## config.mk

```make
export PLATFORM = sky130hd
export DESIGN_NAME = dsi_top
export DESIGN_NICKNAME = d
export VERILOG_FILES = /design/src/design/dsi_pkg.sv /design/src/design/dsi_chan.sv /design/src/design/dsi_top.sv
export VERILOG_INCLUDE_DIRS = /design/src /design/src/design
export SDC_FILE = /design/constraint.sdc
export NUM_CORES = 1
export LEC_CHECK = 0
export BUFFER_PORTS_ARGS = -buffer_cell sky130_fd_sc_hd__buf_4
export CAP_MARGIN = 10
export CORE_MARGIN = 5
export CORE_UTILIZATION = 37
export DETAILED_ROUTE_END_ITERATION = 6
export PLACE_DENSITY_LB_ADDON = 0.2
export SLEW_MARGIN = 10
export SYNTH_ARGS = -nofsm -noshare
export SYNTH_HDL_FRONTEND = slang
export SYNTH_SLANG_ARGS = --single-unit
```

## constraint.sdc

```tcl
create_clock -name sys_clk -period 3.9 [get_ports sys_clk]
set_input_delay 0 -clock sys_clk [delete_from_list [all_inputs] [get_ports sys_clk]]
set_output_delay 0 -clock sys_clk [all_outputs]
set_load 0.01 [all_outputs]
```

## src/design/dsi_consts.svh

```systemverilog
// constants for the dual converter serial interface
// Operation
// - a frame is 16 bits: four command bits then a 12-bit code
// - each channel holds an input register apart from its converter register
// - shifted bits leave on serial_data_out so devices can be chained
// - readback returns the chosen channel's converter register on serial_data_out
// - reset clears the shift register and all code latches to zero
// - the link is meant for a host serial clock up to 30 MHz; at a 100 MHz sys_clk the pin filter caps it lower
// - a write goes to channel A, channel B or both
// - load-input command with load_output_n high leaves outputs until update
// - after an input load, load_output_n low moves the code to the output
// - zero-scale clear command forces both outputs to code zero
// - load-and-update writes and updates at once, ignoring load_output_n
// - falling hardware_clear_n clears both to zero or midscale per control
// - control selects the sampling clock edge; output changes on the other
// - with chaining disabled serial_data_out holds a constant level outside readback frames
`ifndef DSI_CONSTS_SVH
`define DSI_CONSTS_SVH

`define DSI_CODE_W        12
`define DSI_CMD_W         4
`define DSI_FRAME_W       16
`define DSI_CNT_W         5
`define DSI_CNT_MAX       5'h1f
`define DSI_ZERO_CODE     12'h000
`define DSI_MID_CODE      12'h800

// command codes carried in the top four bits of a frame
`define DSI_CMD_NOP       4'h0
`define DSI_CMD_LDU_A     4'h1
`define DSI_CMD_LDI_A     4'h2
`define DSI_CMD_RB_A      4'h3
`define DSI_CMD_LDU_B     4'h4
`define DSI_CMD_LDI_B     4'h5
`define DSI_CMD_RB_B      4'h6
`define DSI_CMD_LDU_AB    4'h7
`define DSI_CMD_LDI_AB    4'h8
`define DSI_CMD_CLR_ZERO  4'h9
`define DSI_CMD_CLR_MID   4'ha
`define DSI_CMD_CTRL      4'hb

// control word field positions within the 12-bit code
`define DSI_CTRL_DAISY_OFF 0
`define DSI_CTRL_CLR_MID   1
`define DSI_CTRL_RISE      2

// synchronised pin vector: bit positions and reset levels
`define DSI_PIN_N         5
`define DSI_PIN_SCLK      0
`define DSI_PIN_SDIN      1
`define DSI_PIN_FRAME     2
`define DSI_PIN_LOAD      3
`define DSI_PIN_CLR       4
`define DSI_PIN_RST       5'h1c

// timing: system clock and fastest host serial clock
`define DSI_SYS_MHZ       100
`define DSI_SCLK_MAX_MHZ  30
`define DSI_SYNC_STAGES   3

`endif

```

## src/design/dsi_pkg.sv

```systemverilog
// types shared by the dual converter serial interface
package dsi_pkg;

   // one received frame, command first
   typedef struct packed {
      logic [3:0]  cmd;
      logic [11:0] code;
   } dsi_frame_t;

   // control word held by the device
   typedef struct packed {
      logic sample_rise;
      logic clear_mid;
      logic daisy_off;
   } dsi_ctrl_t;

   // per-channel strobes toward a channel register pair
   typedef struct packed {
      logic wr_input;
      logic wr_both;
      logic transfer;
      logic clear;
   } dsi_chan_ctl_t;

   typedef enum logic [1:0] {
      DSI_ST_IDLE  = 2'b01,
      DSI_ST_SHIFT = 2'b10
   } dsi_state_t;

endpackage

```

## src/design/dsi_chan.sv

```systemverilog
// one channel: input register and converter register
`timescale 1ns/1ps
`include "dsi_consts.svh"
module dsi_chan
   import dsi_pkg::*;
#(
   parameter int W = `DSI_CODE_W
) (
   input  wire logic          sys_clk,
   input  wire logic          rst_b,
   input  wire dsi_chan_ctl_t ctl,
   input  wire logic [W-1:0]  code,
   input  wire logic [W-1:0]  force_code,
   output logic [W-1:0]       input_reg,
   output logic [W-1:0]       dac_reg
);

   logic [W-1:0] next_input_reg;
   logic [W-1:0] next_dac_reg;

   // clear beats any write; a new input code passes straight on transfer
   always_comb begin
      next_input_reg = input_reg;
      next_dac_reg   = dac_reg;
      if (ctl.clear) begin
         next_input_reg = force_code;
         next_dac_reg   = force_code;
      end else if (ctl.wr_both) begin
         next_input_reg = code;
         next_dac_reg   = code;
      end else begin
         if (ctl.wr_input) begin
            next_input_reg = code;
         end
         if (ctl.transfer) begin
            next_dac_reg = ctl.wr_input ? code : input_reg;
         end
      end
   end

   // both latches start at zero scale
   always_ff @(posedge sys_clk or negedge rst_b) begin
      if (!rst_b) begin
         input_reg <= '0;
         dac_reg   <= '0;
      end else begin
         input_reg <= next_input_reg;
         dac_reg   <= next_dac_reg;
      end
   end

endmodule

```

## src/design/dsi_top.sv

```systemverilog
// serial front end of a dual 12-bit converter with double buffering
`timescale 1ns/1ps
`include "dsi_consts.svh"
module dsi_top
   import dsi_pkg::*;
#(
   parameter int CODE_W  = `DSI_CODE_W,
   parameter int FRAME_W = `DSI_FRAME_W
) (
   input  wire logic              sys_clk,
   input  wire logic              rst_b,
   input  wire logic              serial_clk,
   input  wire logic              serial_data_in,
   input  wire logic              frame_sel_n,
   input  wire logic              load_output_n,
   input  wire logic              hardware_clear_n,
   output logic                   serial_data_out,
   output logic [CODE_W-1:0]      dac_a_code,
   output logic [CODE_W-1:0]      dac_b_code
);

   // limitation: the serial clock is oversampled, so each half period
   // must span two system clocks to clear the filter; at 100 MHz that
   // caps the link near 25 MHz, short of 30 MHz, unless sys_clk rises
   localparam int SYS_MHZ  = `DSI_SYS_MHZ;
   localparam int SCLK_MHZ = `DSI_SCLK_MAX_MHZ;

   // ---------------------------------------------------------------
   // pin synchronisers: three stages, a change counts when 2 and 3 agree
   // ---------------------------------------------------------------
   logic [`DSI_PIN_N-1:0] pin_s1;
   logic [`DSI_PIN_N-1:0] pin_s2;
   logic [`DSI_PIN_N-1:0] pin_s3;
   logic [`DSI_PIN_N-1:0] pin_filt;
   logic [`DSI_PIN_N-1:0] pin_prev;
   logic [`DSI_PIN_N-1:0] pin_raw;
   logic [`DSI_PIN_N-1:0] next_pin_filt;

   // one vector so all five pins share the same synchroniser timing
   assign pin_raw = {hardware_clear_n, load_output_n, frame_sel_n,
                     serial_data_in, serial_clk};

   // filter only accepts a level the last two stages agree on;
   // a single-clock glitch on a pin never reaches the edge detectors
   always_comb begin
      next_pin_filt = pin_filt;
      for (int i = 0; i < `DSI_PIN_N; i++) begin
         if (pin_s2[i] == pin_s3[i]) begin
            next_pin_filt[i] = pin_s3[i];
         end
      end
   end

   // reset levels equal the idle pin levels, so no false edge follows
   // reset; only s2 reads s1, the stage that may go metastable
   always_ff @(posedge sys_clk or negedge rst_b) begin
      if (!rst_b) begin
         pin_s1   <= `DSI_PIN_RST;
         pin_s2   <= `DSI_PIN_RST;
         pin_s3   <= `DSI_PIN_RST;
         pin_filt <= `DSI_PIN_RST;
         pin_prev <= `DSI_PIN_RST;
      end else begin
         pin_s1   <= pin_raw;
         pin_s2   <= pin_s1;
         pin_s3   <= pin_s2;
         pin_filt <= next_pin_filt;
         pin_prev <= pin_filt;
      end
   end

   // edges of the filtered pins; pin_prev trails pin_filt by one clock,
   // so each edge strobe is exactly one system clock wide
   logic sclk_rise;
   logic sclk_fall;
   logic frame_start;
   logic frame_end;
   logic clr_fall;
   logic sdin;
   logic load_low;

   assign sclk_rise   = pin_filt[`DSI_PIN_SCLK] & ~pin_prev[`DSI_PIN_SCLK];
   assign sclk_fall   = ~pin_filt[`DSI_PIN_SCLK] & pin_prev[`DSI_PIN_SCLK];
   assign frame_start = ~pin_filt[`DSI_PIN_FRAME] & pin_prev[`DSI_PIN_FRAME];
   assign frame_end   = pin_filt[`DSI_PIN_FRAME] & ~pin_prev[`DSI_PIN_FRAME];
   assign clr_fall    = ~pin_filt[`DSI_PIN_CLR] & pin_prev[`DSI_PIN_CLR];
   assign sdin        = pin_filt[`DSI_PIN_SDIN];
   assign load_low    = ~pin_filt[`DSI_PIN_LOAD];

   // ---------------------------------------------------------------
   // frame engine: shift register, bit count, output bit, control word
   // ---------------------------------------------------------------
   dsi_state_t           state;
   dsi_state_t           next_state;
   dsi_frame_t           shift;
   dsi_frame_t           next_shift;
   logic [`DSI_CNT_W-1:0] bit_cnt;
   logic [`DSI_CNT_W-1:0] next_bit_cnt;
   dsi_ctrl_t            ctrl;
   dsi_ctrl_t            next_ctrl;
   logic                 rb_active;
   logic                 next_rb_active;
   logic                 next_serial_data_out;
   logic                 sample_edge;
   logic                 drive_edge;
   logic                 execute;
   logic                 sdo_enable;

   // selected sampling edge, output moves on the other one;
   // change the edge between frames only, never while one is open
   assign sample_edge = ctrl.sample_rise ? sclk_rise : sclk_fall;
   assign drive_edge  = ctrl.sample_rise ? sclk_fall : sclk_rise;

   // a frame cut short by the host leaves both channels untouched;
   // short frames are dropped; longer ones keep the last sixteen bits,
   // which is what lets a chain of devices share one frame select
   assign execute = (state == DSI_ST_SHIFT) && frame_end &&
                    (bit_cnt >= `DSI_CNT_W'(FRAME_W));

   // a readback frame drives the line even with chaining switched off;
   // otherwise the line sits low, so a chained part sees no edge
   assign sdo_enable = ~ctrl.daisy_off | rb_active;

   // code picked for readback: channel a unless channel b is asked for
   logic [CODE_W-1:0] rb_code;

   // everything holds unless an edge moves it; the shift register keeps
   // its contents between frames, which carries readback data and chained
   // bits into the next frame
   always_comb begin
      next_state           = state;
      next_shift           = shift;
      next_bit_cnt         = bit_cnt;
      next_ctrl            = ctrl;
      next_rb_active       = rb_active;
      next_serial_data_out = serial_data_out;
      rb_code              = dac_a_code;
      case (state)
         DSI_ST_IDLE: begin
            if (frame_start) begin
               next_state   = DSI_ST_SHIFT;
               next_bit_cnt = '0;
               // first bit of the frame is already on the line
               next_serial_data_out = sdo_enable & shift.cmd[3];
            end
         end
         DSI_ST_SHIFT: begin
            if (frame_end) begin
               // frame over: act on the command held in the shift register
               next_state = DSI_ST_IDLE;
               next_rb_active = 1'b0;
               if (execute) begin
                  case (shift.cmd)
                     `DSI_CMD_RB_A, `DSI_CMD_RB_B: begin
                        if (shift.cmd == `DSI_CMD_RB_B) begin
                           rb_code = dac_b_code;
                        end
                        // parked for the host to clock out next frame
                        next_shift     = {`DSI_CMD_W'(0), rb_code};
                        next_rb_active = 1'b1;
                     end
                     `DSI_CMD_CTRL: begin
                        // takes effect from the next frame on
                        next_ctrl.daisy_off =
                           shift.code[`DSI_CTRL_DAISY_OFF];
                        next_ctrl.clear_mid =
                           shift.code[`DSI_CTRL_CLR_MID];
                        next_ctrl.sample_rise =
                           shift.code[`DSI_CTRL_RISE];
                     end
                     default: begin
                     end
                  endcase
               end
            end else begin
               if (sample_edge) begin
                  // most significant bit first, command ahead of code
                  next_shift = {shift[FRAME_W-2:0], sdin};
                  // saturate so an overlong chained frame never wraps
                  if (bit_cnt != `DSI_CNT_MAX) begin
                     next_bit_cnt = bit_cnt + `DSI_CNT_W'(1);
                  end
               end
               // the bit leaving is the one pushed up by the last sample
               if (drive_edge) begin
                  next_serial_data_out =
                     sdo_enable & shift[FRAME_W-1];
               end
            end
         end
         default: begin
            // an illegal state code falls back to idle
            next_state = DSI_ST_IDLE;
         end
      endcase
      // chaining off, outside a readback frame, overrides every drive above
      if (!sdo_enable) begin
         next_serial_data_out = 1'b0;
      end
   end

   // power-up state: empty shift register, chaining on, falling edge sample
   // serial_data_out starts low, the same level as chaining switched off
   always_ff @(posedge sys_clk or negedge rst_b) begin
      if (!rst_b) begin
         state           <= DSI_ST_IDLE;
         shift           <= '0;
         bit_cnt         <= '0;
         ctrl            <= '0;
         rb_active       <= 1'b0;
         serial_data_out <= 1'b0;
      end else begin
         state           <= next_state;
         shift           <= next_shift;
         bit_cnt         <= next_bit_cnt;
         ctrl            <= next_ctrl;
         rb_active       <= next_rb_active;
         serial_data_out <= next_serial_data_out;
      end
   end

   // ---------------------------------------------------------------
   // command decode into per-channel strobes
   // ---------------------------------------------------------------
   dsi_chan_ctl_t     ctl_a;
   dsi_chan_ctl_t     ctl_b;
   logic [CODE_W-1:0] force_code;

   // pin clear value picks zero or midscale from the control word;
   // load_output_n low copies input to converter on every clock it stays
   // low, so a long low level also carries later input writes through
   always_comb begin
      ctl_a          = '0;
      ctl_b          = '0;
      force_code     = `DSI_ZERO_CODE;
      ctl_a.transfer = load_low;
      ctl_b.transfer = load_low;
      if (execute) begin
         case (shift.cmd)
            `DSI_CMD_LDU_A:  ctl_a.wr_both = 1'b1;
            `DSI_CMD_LDI_A:  ctl_a.wr_input = 1'b1;
            `DSI_CMD_LDU_B:  ctl_b.wr_both = 1'b1;
            `DSI_CMD_LDI_B:  ctl_b.wr_input = 1'b1;
            `DSI_CMD_LDU_AB: begin
               ctl_a.wr_both = 1'b1;
               ctl_b.wr_both = 1'b1;
            end
            `DSI_CMD_LDI_AB: begin
               ctl_a.wr_input = 1'b1;
               ctl_b.wr_input = 1'b1;
            end
            `DSI_CMD_CLR_ZERO: begin
               ctl_a.clear = 1'b1;
               ctl_b.clear = 1'b1;
            end
            `DSI_CMD_CLR_MID: begin
               ctl_a.clear = 1'b1;
               ctl_b.clear = 1'b1;
               force_code  = `DSI_MID_CODE;
            end
            default: begin
            end
         endcase
      end
      // the pin clear wins over any command in the same cycle;
      // it is edge-triggered: a pin held low clears once, not each cycle
      if (clr_fall) begin
         ctl_a.clear = 1'b1;
         ctl_b.clear = 1'b1;
         force_code  = ctrl.clear_mid ? `DSI_MID_CODE : `DSI_ZERO_CODE;
      end
   end

   // ---------------------------------------------------------------
   // the two double-buffered channels; the input registers are not read
   // here, since readback returns the converter register, and a clear
   // value lands in both registers of a channel
   // ---------------------------------------------------------------
   dsi_chan #(
      .W          (CODE_W)
   ) u_chan_a (
      .sys_clk    (sys_clk),
      .rst_b      (rst_b),
      .ctl        (ctl_a),
      .code       (shift.code),
      .force_code (force_code),
      .input_reg  (),
      .dac_reg    (dac_a_code)
   );

   dsi_chan #(
      .W          (CODE_W)
   ) u_chan_b (
      .sys_clk    (sys_clk),
      .rst_b      (rst_b),
      .ctl        (ctl_b),
      .code       (shift.code),
      .force_code (force_code),
      .input_reg  (),
      .dac_reg    (dac_b_code)
   );

endmodule

```

==> impl_metrics.toml <==
[outcome]
status = "finished clean"

[finish]
final_area_um2 = 5080
area_delta_synth_final_pct = 17.3
regMostFlops = "shift"
drive_above_1_share_pct = 30.5
nFillCells = 1068
finalNetCount = 401
diodes = 0
largest_register_ffs = 16

[worst_setup_path]
critPathArrivalTime_ps = 2990
start_kind = "register"
crit_path_top_delay_cell = "or2_1"
path_class = "register to register"
worst-r2r-setup-slack_ps = 1120
crit_path_max_fanout = 17
crit_path_end_kind = "register"
cp_cell_sequence = "and4bb_2 > nand2_2 > o221a_1 > or2_1 > o21ai_0"
critical-path-max-stage-delay_ps = 680
required_ps = 4110

[die]
start_util_pct = 37.8
rows = 39
dieWidth_um = 118
core_um2 = 11500
io_pins = 32
dieHeight_um = 118
dieArea_um2 = 14000

[sta]
holdWs_ps = 250
worst_slew_pin_slew_ps = 881
setup-tns-final_ps = 0
rsz0062_at_grt = "false"
fmax_mhz = 360
fin_crit_sh_pct = 71.3
clock_skew_ps = 5.69
min_period_ps = 2780
hold_viol_final = 0
setup_viol = 0
finalWorstSetupSlack_ps = 1120
slew_violations = 0
relSlewSlack_pct = 41.0

[cts]
cts_sinks = 99
cts_buffers = 9
htree_num_levels = 3
cts_tree = "yes"
clockRootBuffer = "clkbuf_16"
clk_latency_ps = 350
postCtsSetupBuffers = 0
clock_path_buffers = 2
ctsHoldBuffers = 6
post_cts_resized = 0
cts.clk_slew.worst_paths_ps = 70

[placed_design]
dpl_cell_area_um2 = 4690
pre_cts_ws_ps = 1090
routabilityCongestion = 0.739
hpwl_um = 5730
portBuffers = 31

[route]
drcViolationCount = 0
vias = 2732
vias_per_cell = 5.06
wl_um = 8980
first_pass_iters = 6
wire_per_inst_um = 16.6
detail_route.iter0.violations = 93
antenna_left = 0

[power_and_ir_drop]
p_int_mw = 1.71
clkPwrFrac_pct = 44.6
p_comb_share_pct = 6.1
pwr-share-seq_pct = 49.3
power.leakage_nw = 2.24
power.density_nw_per_um2 = 435
p_sw_share_pct = 22.7
ir_drop_mv = 0.185
switchingPower_mw = 0.501

[synth]
synth_fp_nets = 364
synth_seq_cells = 99
ys_seq_area_share_pct = 57.6
synth_area_um2 = 4330
synth.avg_cell_area_um2 = 12.2
yosysWarnings = 0
synth_cells = 355
ys_types = 50

[run]
maxCapViolCount = 0

[grt]
grt_max_degree = 57
gr-total-overflow = 0
grt_pass1_wl_um = 15200
antenna_found_initial = 0
grt_pass1_vias = 2788
grt_usage_pct = 13.7

[worst_hold_path]
hold_class = "input pin to async pin"
cells in the mapped netlist, drive strengths merged:
library cell	n	area (um^2)
a21oi	14	70.1
clkbuf	6	22.5
nor2b	4	25.0
and2	2	12.5
o21a	1	7.51
nand2b	7	46.3
or4	1	7.51
nor3b	1	7.51
nor2	16	60.1
o31ai	2	28.8
a21boi	1	7.51
or2	2	12.5
inv	7	26.3
ha	2	25.0
and3	1	6.26
a31oi	1	21.3
nand4	1	6.26
a2111oi	1	27.5
or3	2	22.5
xnor2	2	36.3
buf	11	87.6
and4bb	1	12.5
o221a	1	11.3
mux2	28	315
o211ai	4	35.0
a2bb2oi	1	8.76
dfrtp	84	2100
mux2i	29	290
or3b	1	8.76
nand2	38	145
nor3	2	10.0
nand3b	2	15.0
o32a	1	10.0
o21ai	40	245
dfstp	15	394
or4b	1	13.8
nand3	13	65.1
and3b	2	17.5
xor2	2	17.5
maj3	5	50.1
worst paths after layout:
path                                      start                               to  cells after the start
max in group asynchronous                 rst_b          pin_filt[3]$_DFFE_PN1N_                      3
hold reg to reg             pin_s1[0]$_DFF_PN0_              pin_s2[0]$_DFF_PN0_                      0
setup reg to reg           state[0]$_DFFE_PN1P_  u_chan_a.dac_reg[0]$_DFFE_PN0P_                      5
hold / removal                            rst_b              pin_s1[0]$_DFF_PN0_                      2
setup / recovery           state[0]$_DFFE_PN1P_  u_chan_a.dac_reg[0]$_DFFE_PN0P_                      5
min in group sys_clk              load_output_n              pin_s1[3]$_DFF_PN1_                      2
final cells by class:
cell class / instances / area [um^2] / share of cell area [%]
multi-input cells: 232 / 1710 / 33.6
clock buffers: 11 / 253 / 4.97
flip-flops and latches: 99 / 2500 / 49.1
repair buffers: 43 / 338 / 6.65
well taps: 143 / 179 / 3.52
clock inverters: 5 / 83.8 / 1.65
inverters: 7 / 26.3 / 0.517
layout by cell type (no fill, tap or decap), types with 7 or more instances in the layout:
cell type,netlist,final
nand3_1,13,13
dfrtp_1,84,84
buf_4,3,37
mux2_2,28,28
nand2_1,37,37
a21oi_1,14,14
inv_1,7,7
clkbuf_16,0,9
mux2i_1,29,29
o21ai_2,12,12
nor2_1,16,16
o21ai_0,21,21
dfstp_2,15,15
o21ai_1,7,7
power by group through the flow:
stage | clock (mW) | sequential [mW] | combinational, mW
6_report | 0.987 | 1.09 | 0.135
5_1_grt | 1.05 | 1.09 | 0.153
4_1_cts | 1.01 | 1.09 | 0.138
3_5_place_dp | 0 | 1.11 | 0.133
3_3_place_gp | 0 | 1.11 | 0.131
2_1_floorplan | 0 | 1.10 | 0.0814
logic make-up after synthesis:
family / synth area share (%)
flip-flops: 57.6
AND/OR/NAND/NOR: 11.4
AO/OA/AOI/OAI: 10.9
multiplexers: 14.0
buffers and inverters: 3.15
adder cells (fa/ha/maj): 1.73
XOR/XNOR: 1.24
routing by layer:
metal / vias up / wire length [um] / share of wire (%) / global-route usage, %
met2: 44 / 3990 / 44 / 20.0
li1: 1326 / - / - / -
met4: 0 / 199 / 2.2 / 6.67
met1: 1345 / 4550 / 51 / 19.6
met5: - / 0 / 0 / 0
met3: 17 / 244 / 2.7 / 2.29
per-stage QoR:
step | utilization, % | cells | power, mW
floorplan | - | 355 | 1.18
global placement | 40.9 | 518 | 1.24
detailed placement | 40.9 | 518 | 1.24
CTS | 44.3 | 540 | 2.24
global route | 44.3 | 540 | 2.29
finish | 44.3 | 540 | 2.21
worst max-delay path, delay by kind of cell, from the launching register on:
kind            cells  cell delay [ps]
compound gates      2              800
flops               1              550
simple gates        3             1280
(Power assumes the default switching activity.)
